### src/design/spbm_pkg.sv
// Shared constants and types for the serial/parallel Booth multiplier slice and its sequencer
package spbm_pkg;

	// Multiplicand width held by one slice
	localparam int SPBM_X_W = 8;
	// Default multiplier width sent by the sequencer
	localparam int SPBM_Y_W = 8;
	// Default depth of the request buffer in front of the sequencer
	localparam int SPBM_FIFO_DEPTH = 16;

	// Link values driven by the sequencer: clear at reset, mode and expansion at all times
	localparam logic SPBM_CLEAR_RST = 1'b0;
	localparam logic SPBM_MODE_MS = 1'b0;
	localparam logic SPBM_EXP_MS = 1'b0;

	// Cell 0 carry is two bits wide so that the subtract correction fits
	localparam int SPBM_C0_W = 2;
	// Width of the cell 0 column total
	localparam int SPBM_TOT_W = 3;

	// Booth step taken on an edge
	typedef enum logic [1:0] {
		SPBM_OP_SHIFT,
		SPBM_OP_ADD,
		SPBM_OP_SUB
	} spbm_op_type;

	// Sequencer states
	typedef enum logic [2:0] {
		SPBM_ST_IDLE,
		SPBM_ST_LOAD,
		SPBM_ST_RUN,
		SPBM_ST_CAP,
		SPBM_ST_DONE
	} spbm_state_type;

endpackage

### src/design/spbm_if.sv
// Link between one multiplier slice and its sequencer or neighbouring slices
`timescale 1ns/100ps
interface spbm_if
	import spbm_pkg::*;
	();

	logic [SPBM_X_W-1:0] x;
	logic                y;
	logic                clear_n;
	logic                k;
	logic                m;
	logic                s;

	modport slice (
		input  x,
		input  y,
		input  clear_n,
		input  k,
		input  m,
		output s
	);

	modport seq (
		output x,
		output y,
		output clear_n,
		output k,
		output m,
		input  s
	);

endinterface

### src/design/spbm_seq.sv
// Request buffer and sequencer that drives one multiplier slice over the link
`timescale 1ns/100ps
module spbm_fifo #(
	parameter int W     = 16,
	parameter int DEPTH = 16
)(
	input  wire logic         clk,
	input  wire logic         arst_n,
	input  wire logic         in_valid,
	output logic              in_ready,
	input  wire logic [W-1:0] in_data,
	output logic              out_valid,
	input  wire logic         out_ready,
	output logic [W-1:0]      out_data
);

	localparam int AW = $clog2(DEPTH);

	logic [W-1:0] mem [DEPTH];
	logic [AW:0]  wr_ptr;
	logic [AW:0]  rd_ptr;
	logic         full;
	logic         empty;

	// Extra pointer bit tells full from empty; depth must be a power of two
	assign empty     = (wr_ptr == rd_ptr);
	assign full      = (wr_ptr[AW] != rd_ptr[AW]) && (wr_ptr[AW-1:0] == rd_ptr[AW-1:0]);
	assign in_ready  = ~full;
	assign out_valid = ~empty;
	assign out_data  = mem[rd_ptr[AW-1:0]];

	// Write side
	always_ff @(posedge clk or negedge arst_n) begin
		if (!arst_n) begin
			wr_ptr <= '0;
		end else if (in_valid && !full) begin
			wr_ptr <= wr_ptr + 1'b1;
		end
	end

	// Storage has no reset; empty guards every read
	always_ff @(posedge clk) begin
		if (in_valid && !full) begin
			mem[wr_ptr[AW-1:0]] <= in_data;
		end
	end

	// Read side
	always_ff @(posedge clk or negedge arst_n) begin
		if (!arst_n) begin
			rd_ptr <= '0;
		end else if (out_ready && !empty) begin
			rd_ptr <= rd_ptr + 1'b1;
		end
	end

endmodule

module spbm_seq
	import spbm_pkg::*;
#(
	parameter int Y_W   = SPBM_Y_W,
	parameter int DEPTH = SPBM_FIFO_DEPTH
)(
	input  wire logic                    clk,
	input  wire logic                    arst_n,
	input  wire logic                    req_valid,
	output logic                         req_ready,
	input  wire logic [SPBM_X_W-1:0]     req_x,
	input  wire logic [Y_W-1:0]          req_y,
	output logic                         res_valid,
	input  wire logic                    res_ready,
	output logic [SPBM_X_W+Y_W-1:0]      res_prod,
	spbm_if.seq                          lnk
);

	localparam int P_W = SPBM_X_W + Y_W;
	localparam int CW  = $clog2(P_W + 1);
	localparam int RW  = SPBM_X_W + Y_W;
	localparam logic [CW-1:0] LAST_STEP = CW'(P_W - 1);

	spbm_state_type      state;
	logic                f_valid;
	logic                f_ready;
	logic [RW-1:0]       f_data;
	logic [CW-1:0]       cnt;
	logic [Y_W-1:0]      y_sh;
	logic [SPBM_X_W-1:0] x_out;
	logic                clear_n;
	logic [P_W-1:0]      prod;

	// Requests queue up while a product is in flight; full buffer stalls the user
	spbm_fifo #(
		.W     (RW),
		.DEPTH (DEPTH)
	) u_fifo (
		.clk       (clk),
		.arst_n    (arst_n),
		.in_valid  (req_valid),
		.in_ready  (req_ready),
		.in_data   ({req_x, req_y}),
		.out_valid (f_valid),
		.out_ready (f_ready),
		.out_data  (f_data)
	);

	// Only one product at a time; the buffer is drained in idle only
	assign f_ready = (state == SPBM_ST_IDLE);

	// Control sequence: clear and load, m plus n steps, one capture, hand over
	always_ff @(posedge clk or negedge arst_n) begin
		if (!arst_n) begin
			state <= SPBM_ST_IDLE;
			cnt   <= '0;
		end else begin
			case (state)
				SPBM_ST_IDLE: begin
					if (f_valid) begin
						state <= SPBM_ST_LOAD;
					end
				end
				SPBM_ST_LOAD: begin
					state <= SPBM_ST_RUN;
					cnt   <= '0;
				end
				SPBM_ST_RUN: begin
					cnt <= cnt + 1'b1;
					if (cnt == LAST_STEP) begin
						state <= SPBM_ST_CAP;
					end
				end
				SPBM_ST_CAP: begin
					state <= SPBM_ST_DONE;
				end
				SPBM_ST_DONE: begin
					if (res_ready) begin
						state <= SPBM_ST_IDLE;
					end
				end
				default: begin
					state <= SPBM_ST_IDLE;
				end
			endcase
		end
	end

	// Clear is low for exactly the load cycle, with the multiplicand already set up
	always_ff @(posedge clk or negedge arst_n) begin
		if (!arst_n) begin
			clear_n <= SPBM_CLEAR_RST;
		end else begin
			clear_n <= ~(state == SPBM_ST_IDLE && f_valid);
		end
	end

	// Operands taken from the buffer head on the pop
	always_ff @(posedge clk or negedge arst_n) begin
		if (!arst_n) begin
			x_out <= '0;
			y_sh  <= '0;
		end else if (state == SPBM_ST_IDLE && f_valid) begin
			x_out <= f_data[RW-1:Y_W];
			y_sh  <= f_data[Y_W-1:0];
		end else if (state == SPBM_ST_RUN) begin
			y_sh <= {y_sh[Y_W-1], y_sh[Y_W-1:1]};
		end
	end

	// Slice output lags one edge, so capture starts at the second step
	always_ff @(posedge clk or negedge arst_n) begin
		if (!arst_n) begin
			prod <= '0;
		end else if ((state == SPBM_ST_RUN && cnt != '0) || state == SPBM_ST_CAP) begin
			prod <= {lnk.s, prod[P_W-1:1]};
		end
	end

	assign res_valid = (state == SPBM_ST_DONE);
	assign res_prod  = prod;

	// A lone slice is the most significant one
	assign lnk.m       = SPBM_MODE_MS;
	assign lnk.k       = SPBM_EXP_MS;
	assign lnk.x       = x_out;
	assign lnk.y       = y_sh[0];
	assign lnk.clear_n = clear_n;

endmodule

### src/flat_wrapper.sv
// flat-port wrapper written by rule: the top's interface ports become plain ports
module spbm_seq_flat import spbm_pkg::*;
#(
	parameter int Y_W   = SPBM_Y_W,
	parameter int DEPTH = SPBM_FIFO_DEPTH
)
  (clk, arst_n, req_valid, req_ready, req_x, req_y, res_valid, res_ready, res_prod, lnk_x, lnk_y, lnk_clear_n, lnk_k, lnk_m, lnk_s);
  spbm_if lnk_i ();
  input  wire logic clk;
  input  wire logic arst_n;
  input  wire logic req_valid;
  output logic req_ready;
  input  wire logic [SPBM_X_W-1:0] req_x;
  input  wire logic [Y_W-1:0] req_y;
  output logic res_valid;
  input  wire logic res_ready;
  output logic [SPBM_X_W+Y_W-1:0] res_prod;
  output wire logic [$bits(lnk_i.x)-1:0] lnk_x;
  output wire logic [$bits(lnk_i.y)-1:0] lnk_y;
  output wire logic [$bits(lnk_i.clear_n)-1:0] lnk_clear_n;
  output wire logic [$bits(lnk_i.k)-1:0] lnk_k;
  output wire logic [$bits(lnk_i.m)-1:0] lnk_m;
  input wire logic [$bits(lnk_i.s)-1:0] lnk_s;
  assign lnk_x = lnk_i.x;
  assign lnk_y = lnk_i.y;
  assign lnk_clear_n = lnk_i.clear_n;
  assign lnk_k = lnk_i.k;
  assign lnk_m = lnk_i.m;
  assign lnk_i.s = lnk_s;
  spbm_seq #(.Y_W(Y_W), .DEPTH(DEPTH)) u_core (.clk(clk), .arst_n(arst_n), .req_valid(req_valid), .req_ready(req_ready), .req_x(req_x), .req_y(req_y), .res_valid(res_valid), .res_ready(res_ready), .res_prod(res_prod), .lnk(lnk_i));
endmodule
### config.mk
export PLATFORM = sky130hd
export DESIGN_NAME = spbm_seq_flat
export DESIGN_NICKNAME = d
export VERILOG_FILES = /design/src/design/spbm_pkg.sv /design/src/design/spbm_if.sv /design/src/design/spbm_seq.sv /design/src/flat_wrapper.sv
export SDC_FILE = /design/constraint.sdc
export NUM_CORES = 1
export LEC_CHECK = 0
export ABC_AREA = 0
export BUFFER_PORTS_ARGS = -buffer_cell sky130_fd_sc_hd__buf_2
export CAP_MARGIN = 40
export CORE_ASPECT_RATIO = 1.1
export CORE_MARGIN = 5
export CORE_UTILIZATION = 34
export CTS_CLUSTER_DIAMETER = 150
export DETAILED_ROUTE_END_ITERATION = 8
export GPL_TIMING_DRIVEN = 1
export PLACE_DENSITY_LB_ADDON = 0.05
export SLEW_MARGIN = 20
export SYNTH_ARGS = -nofsm -noshare
export SYNTH_HDL_FRONTEND = slang
export SYNTH_SLANG_ARGS = --single-unit
### constraint.sdc
create_clock -name clk -period 3.5 [get_ports clk]
set_input_delay 0.7 -clock clk [delete_from_list [all_inputs] [get_ports clk]]
set_output_delay 0.7 -clock clk [all_outputs]
set_load 0.02 [all_outputs]
## After elaboration in Yosys (flattened, before gate mapping)

Memories as Yosys holds them, arrays and structs flattened.
Cells that the tools add are included.

- Bits in registers: 51
- Bits in latches: 0
- Bits in writable memories: 256
- Bits in read-only memories: 0
- Input port bits: 21
- Output and inout port bits: 30
- Word-level logic and storage cells: 49
- Memories kept: 1

Memories:

| memory | depth | width | read ports | clocked after memory_dff | write ports | RTL line | text |
|---|---|---|---|---|---|---|---|
| u_core.u_fifo.mem | 16 | 16 | 1 | 0 | 1 | spbm_seq.sv:19 | `logic [W-1:0] mem [DEPTH];` |

- Add/subtract/negate cells: 3
- $mul: 0
- Divide/modulo/power cells: 0
- Magnitude comparators: 0
- Equality and inequality tests: 11
- Shift operators: 0
- Muxes and demuxes: 9
- Bitwise gates (word level): 3
- Reduce and logical (&&, ||, !) cells: 13

Operators by type and width:

| kind | count |
|---|---|
| $add A5 B1 Y5 const B | 3 |
| $pmux W3 S5 | 1 |
| $pmux W5 S2 | 1 |
| $mux W3 | 3 |
| $mux W8 | 1 |
| $mux W7 | 1 |
| $eq A3 B2 Y1 const B | 2 |
| $eq A5 B4 Y1 const B | 1 |
| $eq A5 B5 Y1 | 1 |
| $logic_and A1 B1 Y1 | 5 |
| $reduce_bool A5 Y1 | 1 |
| $eq A4 B4 Y1 | 1 |
| $ne A2 B1 Y1 const B | 2 |
| $reduce_bool A2 Y1 | 2 |
| $eq A3 B1 Y1 const B | 1 |
| $eq A3 B3 Y1 const B | 1 |
| $logic_not A3 Y1 | 1 |
| $not A1 Y1 | 3 |
| $reduce_and A3 Y1 | 1 |
| $logic_not A1 Y1 | 2 |
| $mux W1 | 2 |
| $ne A2 B2 Y1 const B | 1 |
| $logic_or A1 B1 Y1 | 1 |
| $ne A1 B1 Y1 | 1 |

## Longest topological paths before layout

Gate-level depths: netlist (run 1).

- Depth after elaboration: 6
- Gate-level depth with buffers: 7
- Gate-level depth less buffers: 5

## Modules after synthesis

A second synthesis (run 1) with hierarchy kept.

- Cells, all modules: 601
- Area, all modules: 12061.6 sq um

Modules (own cells, without submodules):

| module | instances | cells an instance | area an instance (sq um) | seq. area each (sq um) |
|---|---|---|---|---|
| spbm_fifo | 1 | 479 | 10292.4 | 7937.6 |
| spbm_seq | 1 | 122 | 1769.2 | 1026.0 |

## Least setup slack after synthesis (run 1)

OpenSTA, ideal clock, no wires.

- Path kind: register to register
- From: reg u_core.u_fifo.wr_ptr[2]
- To: mem u_core.u_fifo.mem[3][0] (enable)
- Library setup time: 0.409 ns
- Arrival: 2.258 ns
- Data required time: 3.091 ns
- Path slack: 0.833 ns
- Cell stages (with the launch flop): 7
- Cell sequence: dfrtp_1 -> clkbuf_1 -> xnor2_1 -> nand4_1 -> buf_2 -> o211ai_1 -> nor3_1

- Word-level cells in the longest chain between the ends: 6

Ends and longest elaborated chain:

| item | RTL line | text |
|---|---|---|
| start: declaration | spbm_seq.sv:20 | `logic [AW:0] wr_ptr;` |
| start signal: assignment | spbm_seq.sv:37 | `wr_ptr <= wr_ptr + 1'b1;` |
| $eq A4 B4 Y1 | spbm_seq.sv:27 | `assign full = (wr_ptr[AW] != rd_ptr[AW]) && (wr_ptr[AW-1:0] == rd_ptr[AW-1:0]);` |
| $logic_and A1 B1 Y1 | spbm_seq.sv:27 |  |
| $logic_not A1 Y1 | spbm_seq.sv:43 | `if (in_valid && !full) begin` |
| $logic_and A1 B1 Y1 | spbm_seq.sv:43 |  |
| $mux W1 | spbm_seq.sv:43 |  |
| $mux W1 (implied by the code) | spbm_seq.sv:44 | `mem[wr_ptr[AW-1:0]] <= in_data;` |
| end: declaration | spbm_seq.sv:19 |  |

Several ways; a longest one is shown, not always the timed one.

## Final worst setup path (run 1)

- From: reg u_core.u_fifo.rd_ptr[1]
- To: out req_ready

- Word-level cells in the longest chain between the ends: 3

Ends and longest elaborated chain:

| item | RTL line | text |
|---|---|---|
| start: declaration | spbm_seq.sv:21 | `logic [AW:0] rd_ptr;` |
| start signal: assignment | spbm_seq.sv:53 | `rd_ptr <= rd_ptr + 1'b1;` |
| $eq A4 B4 Y1 | spbm_seq.sv:27 |  |
| $logic_and A1 B1 Y1 | spbm_seq.sv:27 |  |
| $not A1 Y1 | spbm_seq.sv:28 | `assign in_ready = ~full;` |
| end: declaration | flat_wrapper.sv:12 | `output logic req_ready;` |

Every way passes these cells.

==> metrics.md, run 1 <==
| Metric | Value |
|---|---|
| Status | finished, final reports clean |
| Flop-to-flop setup slack | ~0.99 ns |
| Vias in the first global route | 6458 |
| Setup TNS | 0 ns |
| Htree depth | 2 |
| Post-CTS setup buffers | 0 |
| Crit Path Category | reg -> out |
| Grt peak-use layer | met2 |
| Post-Route WL | 29.62 mm |
| CTS tree | built |
| Io pins | 51 |
| Synth warn | 0 |
| Initial DRC Count | about 380 |
| Peak supply drop | just over 0.3 mV |
| EDFF count, synth | approximately 260 |
| Critical Path Sink Type | output pin |
| Antenna Violating Nets Remaining | 0 |
| Root Buffer | clkbuf_16 |
| First-pass GRT wire length | 44.04 mm |
| Placed insts | approximately 1.2k |
| Cell taking the most area after synthesis | edfxtp_1 |
| Post-synthesis sequential area ratio | 73.68% |
| Met3 Use GR | between 2 and 3% |
| Hold Path End | u_core.res_prod[15]$_DFFE_PN0P_ |
| Yosys reg bits | roughly 310 |
| PwrDens | a little under 900 mW/mm^2 |
| RSZ-0062 raised after global routing | no |
| Nets@finish | ~750 |
| Die Ht | approximately 210 microns |
| Max FO, Critical Path | 13 |
| Grt ovf | 0 |
| Initial antenna violation count | 1 |
| Synthesized netlist cell count | 643 |
| CP Data Required Time | ~2.8 ns |
| Max-cap viol count | 0 |
| Reg2reg end | u_core.u_fifo.mem[0][8]$_DFFE_PP_ |
| Largest cells by area after synthesis | edfxtp_1, dfrtp_1, mux4_2, mux2_2, mux2i_1 |
| Clock Path Buffers | 3 |
| Worst Slack Setup Final | 0.8940 ns |
| Worst-Margin Slew | 0.8084 ns |
| GR Util met1 | approximately a fifth |
| Vias | 6198 |
| Fill cell count | 3169 |
| Footprint of the multi-input gates | just under 0.003 sq mm |
| CP Launch Type | flip-flop |
| WHS Path Cells | 2 |
| GRT Overall Usage | 14.99% |
| Final Slew Violations | 0 |
| Layout cell share with drive strength beyond 1 | 28.67% |
| Post-layout minimum cycle time | roughly 2.6 ns |
| Clk_lat worst skew | 0.51 ns |
| Fin util | between 40 and 50% |
| Post-route DRC | 0 |
| Drt pass-1 iters | 5 |
| Core Area | 0.03522 sq mm |
| Hold Path Class | in -> reg |
| Clock Skews | 0.01026 ns |
| Synth cell types | between 40 and 50 |
| Clock sink total | between 300 and 400 |
| # setup viols final | 0 |
| Count leader, synth | edfxtp_1 |
| Slew Limit Headroom | between 40% and 50% |
| Row cnt | a little over 70 |
| DP Wirelength | 17.45 mm |
| Worst r2r path cells | 6 |
| Dominant synthesized flop cell | edfxtp_1 |
| Hold slack | ~0.43 ns |
| Wire per inst | around 24 microns |
| Vias/cell | 5.031 |
| WP data arrival | ~1.9 ns |
| Reg clk slew, reported paths | about 0.060 ns |
| PortBufs | between 40 and 50 |
| Die ar. | between 0.03 and 0.04 sq mm |
| Fin cells | 1232 |
| Initial Util | between 30% and 40% |
| Fin crit share | about three quarters |
| Endpoints failing hold | 0 |
| Worst r2r src | u_core.u_fifo.rd_ptr[1]$_DFFE_PN0P_ |
| Syn avg cell area | ~19 sq um |
| Post-synth top area share | 63.19% |
| Peak Freq | between 300 and 400 MHz |
| FF/Latch Area | 0.008970 sq mm |
| P&R area growth vs syn | 18.30% |
| Min-delay src | lnk_s |
| GRT met2 Usage | between 20% and 30% |
| Largest net degree at the start of global routing | 33 |
| Commonest cells in the synthesized netlist | edfxtp_1, dfrtp_1, mux4_2, mux2_2, nand2_1 |
| Post-Place Setup Slack | 0.9856 ns |
| Synth async-reset ratio | 16.61% |
| TritonCTS Buffers | 35 |
| Post-Syn Area | 0.01217 sq mm |
| Routability-driven placement congestion ratio | 0.7138 |
| Leak pwr | around 0.0050 uW |
| Die X | roughly 190 microns |
-- routing by layer --
| layer | vias up | wire [microns] |
|---|---|---|
| met5 | - | 0 |
| met2 | 121 | 14510 |
| met4 | 0 | 596 |
| met1 | 3302 | 13360 |
| met3 | 43 | 1158 |
| li1 | 2732 | - |
-- registers in the layout, indices dropped and copies added, names as in the netlist --
name and count:
u_core.lnk.clear_n 1, u_core.res_prod 16, u_core.state 3, u_core.u_fifo.rd_ptr 5, u_core.cnt 5, u_core.u_fifo.mem 256, u_core.y_sh 8, u_core.u_fifo.wr_ptr 5
u_core.lnk.x 8
-- cells by family (layout without fill, tap and decap cells) --
logic type      Yosys count  count (layout)  synth area share (%)
flops                   307             307                 73.68
mux                     114             114                 15.00
simple gates             93              93                 3.888
buf+inv                  54             160                 2.088
compound gates           50              50                 3.343
xor+xnor                 16              16                 1.152
fa+ha+maj                 8               8                0.8228
other cells               1               3               0.03083
-- placed cells by master, fill, tap and decap left out, types with 4 or more instances in the layout --
| cell | count |
|---|---|
| a221oi_1 | 7 |
| a22oi_1 | 8 |
| a32o_1 | 7 |
| and3_1 | 23 |
| buf_12 | 9 |
| buf_2 | 48 |
| buf_4 | 22 |
| bufinv_16 | 6 |
| clkbuf_1 | 8 |
| clkbuf_16 | 37 |
| clkinv_1 | 4 |
| clkinv_2 | 6 |
| dfrtp_1 | 48 |
| edfxtp_1 | 256 |
| ha_1 | 8 |
| inv_1 | 18 |
| mux2_2 | 35 |
| mux2i_1 | 30 |
| mux4_1 | 7 |
| mux4_2 | 42 |
| nand2_1 | 34 |
| nand3_1 | 10 |
| nor2_1 | 5 |
| nor2b_1 | 9 |
| o211ai_1 | 4 |
| o21ai_0 | 5 |
| o221ai_1 | 7 |
| xnor2_1 | 13 |
-- power breakdown --
part | internal, uW | total (uW) | switching [uW]
combinational | 1750 | 3930 | 2180
sequential | 4580 | 4980 | 391
clock | 2390 | 3790 | 1400
total | 8720 | 12700 | 3970
-- final cells by class --
type	instances	area share, %
timing repair buffer	80	4.138
multi-input combinational	283	20.56
clock buffer	46	6.738
sequential	307	62.33
inverter	18	0.4695
clock inverter	16	1.565
antenna	1	0.01739
tap	481	4.182
-- worst max-delay path: stages (launching register included) --
cell and delay [ns]:
dfrtp_2 0.61, xnor2_1 0.17, nand4_1 0.11, buf_4 0.19, nand2b_1 0.14, buf_2 0.18
-- through the flow --
step | instance area [sq um] | total power (uW)
floorplan | 12170 | 7712
global placement | 13160 | 9015
detailed placement | 13160 | 9057
CTS | 14360 | 12890
global route | 14390 | 13360
finish | 14390 | 12690
-- timing repair --
| action | in CTS | in global routing |
|---|---|---|
| hold endpoints to repair | 0 | 2 |
| gates resized for setup | 0 | 0 |
| hold buffers | 0 | 1 |
-- worst max-delay path by stage --
stage                                   startpoint                                  to  slack, ns  depth (start not counted)
4_1_cts        u_core.u_fifo.rd_ptr[1]$_DFFE_PN0P_                           req_ready       0.85                          5
2_1_floorplan  u_core.u_fifo.wr_ptr[2]$_DFFE_PN0P_   u_core.u_fifo.mem[3][0]$_DFFE_PP_       0.83                          6
3_3_place_gp   u_core.u_fifo.rd_ptr[1]$_DFFE_PN0P_  u_core.u_fifo.mem[0][10]$_DFFE_PP_       0.96                          6
6_report       u_core.u_fifo.rd_ptr[1]$_DFFE_PN0P_                           req_ready       0.89                          5
5_1_grt        u_core.u_fifo.rd_ptr[1]$_DFFE_PN0P_                           req_ready       0.78                          5
3_5_place_dp   u_core.u_fifo.rd_ptr[1]$_DFFE_PN0P_  u_core.u_fifo.mem[0][12]$_DFFE_PP_       0.99                          6
(Power assumes the default switching activity.)
==> run 2, diff against run 1 <==
==> constraint.sdc (replaced) <==
create_clock -name clk -period 2.2 [get_ports clk]
set_input_delay 0.44 -clock clk [delete_from_list [all_inputs] [get_ports clk]]
set_output_delay 0.44 -clock clk [all_outputs]
set_load 0.02 [all_outputs]
==> metrics.md, run 2 (synthesis results as in run 1) <==
| Metric | Value |
|---|---|
| Most frequent CP cell | buf_6 |
| Reg clk slew, reported paths | 0.06 ns (about the same) |
| PortBufs | 48 (unchanged) |
| Root Buffer | clkbuf_16 |
| Clock Skews | 0.01830 ns (+0.008041 ns) |
| Vias | 6293 (+1.5%) |
| Initial antenna violation count | 0 (-1) |
| Clock sink total | 307 (unchanged) |
| Initial DRC Count | 450 (+17%) |
| Most common cell after layout, fill and taps aside | edfxtp_1 |
| Fill cell count | 3119 (-1.6%) |
| Critical Path Sink Type | output pin |
| Vias in the first global route | 6617 (+2.5%) |
| ANT cells | 0 (-1) |
| Psw | 6564 uW (+65%) |
| Largest net degree at the start of global routing | 49 (+48%) |
| Wire per inst | 23.71 microns (-1.4%) |
| Endpoints failing hold | 0 (unchanged) |
| Max FO, Critical Path | 3 (-10) |
| Delay-heaviest family, CP | flip-flops |
| Fin crit share | a little over nine tenths |
| PwrDens | 1403 mW/mm^2 (+59%) |
| WHS Path Cells | 2 (unchanged) |
| CP Data Required Time | 1.76 ns (-1.04 ns) |
| # setup viols final | 0 (unchanged) |
| Most frequent cells in the layout | edfxtp_1, buf_4, buf_2, dfrtp_1, mux4_2 |
| Drt pass-1 iters | 5 (unchanged) |
| CP Launch Type | flip-flop |
| Hold Path Class | in -> reg |
| Worst-Margin Slew | 0.6973 ns (-0.1111 ns) |
| Min-delay src | lnk_s |
| Crit Path Category | reg -> out |
| Flop pwr share | 37.1% (-2.1 points) |
| P&R area growth vs syn | 22.48% |
| CTS tree | built |
| Die ar. | 0.03967 sq mm (unchanged) |
| GRT Overall Usage | 15.18% (+0.19 points) |
| Worst r2r src | u_core.u_fifo.rd_ptr[1]$_DFFE_PN0P_ |
| Vias/cell | 4.940 (-1.8%) |
| Peak Freq | roughly 470 MHz |
| Max-cap viol count | 0 (unchanged) |
| Post-Route WL | 30.20 mm (+2.0%) |
| Int Power | 14340 uW (+64%) |
| Row cnt | 72 (unchanged) |
| Max FFs per register | 256 (unchanged) |
| Reg2reg end | u_core.lnk.x[1]$_DFFE_PN0P_ |
| Htree depth | 2 (unchanged) |
| First-pass GRT wire length | 44.59 mm (+1.2%) |
| DP Wirelength | 19.05 mm (+9.2%) |
| Die Ht | 208.4 microns (unchanged) |
| Clock Power Share | 28.4% (-1.4 points) |
| Switch share | 31.39% (+0.13 points) |
| Initial Util | 34.54% (unchanged) |
| Post-layout minimum cycle time | roughly 2.1 ns |
| Io pins | 51 (unchanged) |
| Clock Path Buffers | 3 (unchanged) |
| Leak pwr | 0.005327 uW (+5.8%) |
| FF/Latch Area | 0.008971 sq mm (about the same) |
| RSZ-0062 raised after global routing | yes |
| Slew Limit Headroom | 53.51% (+7.6 points) |
| Worst r2r path cells | 5 (-1) |
| Crit-path max cell delay | 0.44 ns (-0.17 ns) |
| Worst Slack Setup Final | 0.05236 ns (-0.8417 ns) |
| WP data arrival | 1.71 ns (-0.20 ns) |
| Buf/Inv on CP | 2 (unchanged) |
| TritonCTS Buffers | 36 (+2.9%) |
| Setup TNS | 0 ns (unchanged) |
| Post-Place Setup Slack | 0.05461 ns (-0.9310 ns) |
| Crit-path cells | xnor2_2 -> nand4_1 -> buf_6 -> nand2b_4 -> buf_6 |
| Hold Path End | u_core.res_prod[15]$_DFFE_PN0P_ |
| Layout cell share with drive strength beyond 1 | 34.05% (+5.4 points) |
| Nets@finish | 797 (+5.7%) |
| Critical Path Slowest Stage Cell | dfrtp_2 |
| Flop-to-flop setup slack | 0.08 ns (-0.91 ns) |
| Footprint of the multi-input gates | 0.003014 sq mm (+1.9%) |
| Post-route DRC | 0 (unchanged) |
| Hold slack | 0.1709 ns (-0.2558 ns) |
| Logic gate share of total power | 34.5% (+3.6 points) |
| Peak supply drop | 0.4862 mV (+61%) |
| Clk_lat worst skew | 0.52 ns (about the same) |
| Core Area | 0.03522 sq mm (unchanged) |
| Final Slew Violations | 0 (unchanged) |
| Die X | 190.4 microns (unchanged) |
| Antenna Violating Nets Remaining | 0 (unchanged) |
| Status | finished, final reports clean |
| Routability-driven placement congestion ratio | 0.7294 (+2.2%) |
| Grt ovf | 0 (unchanged) |
## run 2: changes by cell type in the layout (fill, tap and decap cells not counted), moves of 3 or more
cell and delta:
buf_4 +30, buf_12 +8, xnor2_1 -4, xnor2_2 +4
buf_6 +3
## run 2: power by group through the flow
stage               clock network [uW]  logic (uW)  registers, uW
finish                            5940        7210           7760
global route                      6390        7770           7850
CTS                               6120        7210           7770
detailed placement                   0        7070           7870
global placement                     0        7020           7820
floorplan                            0        4270           8000
## run 2: worst max path at each step
stage	startpoint	endpoint	slack [ns]	depth (start not counted)
finish	u_core.u_fifo.rd_ptr[0]$_DFFE_PN0P_	req_ready	0.05	5
global route	u_core.u_fifo.rd_ptr[0]$_DFFE_PN0P_	req_ready	-0.03	5
global placement	u_core.u_fifo.wr_ptr[4]$_DFFE_PN0P_	u_core.u_fifo.mem[5][5]$_DFFE_PP_	0.05	4
CTS	u_core.u_fifo.rd_ptr[2]$_DFFE_PN0P_	req_ready	-0.005	5
detailed placement	u_core.u_fifo.rd_ptr[1]$_DFFE_PN0P_	u_core.y_sh[1]$_DFFE_PN0P_	0.05	6
floorplan	u_core.u_fifo.wr_ptr[2]$_DFFE_PN0P_	u_core.u_fifo.mem[3][0]$_DFFE_PP_	-0.02	6
## run 2: area by class of cell
class / instances / area share (%)
repair buffers: 122 / 7.129
multi-input cells: 283 / 20.23
clock buffers: 46 / 6.642
flip-flops and latches: 307 / 60.21
inverters: 18 / 0.4534
well taps: 481 / 4.039
clock inverters: 17 / 1.302
## run 2: timing repair
action | 4_1_cts | 5_1_grt
gates resized for setup | 9 | 6
buffers inserted | 4 | 2
hold buffers | 1 | 0
pin swaps | 2 | 3
hold endpoints to repair | 23 | 0
gates cloned | 0 | 1
setup endpoints to repair | 1 | 95
## run 2: per-stage QoR
stage	cells	total power, uW	area (sq um)	util, %
after detailed placement	1204	14940	13570	38.53
final	1274	20910	14900	42.30
after global placement	1204	14840	13570	38.53
after floorplan	644	12270	12180	-
after CTS	1271	21100	14830	42.11
after global routing	1274	22010	14900	42.30
## run 2: worst reg2reg max path: cells and delay by family (launching register included)
family                 cells  cell delay [ns]
muxes                      3             1.15
DFF                        1             0.40
buffers and inverters      1             0.26
AOI/OAI and AO/OA          1             0.20
## run 2: metal layers
layer  vias to the layer above  track usage (%)  wire, microns
met5                         -                0              0
met2                       146            23.75          14130
met1                      3300            22.22          14090
li1                       2819                -              -
met4                         0            3.542            436
met3                        28            2.749           1549
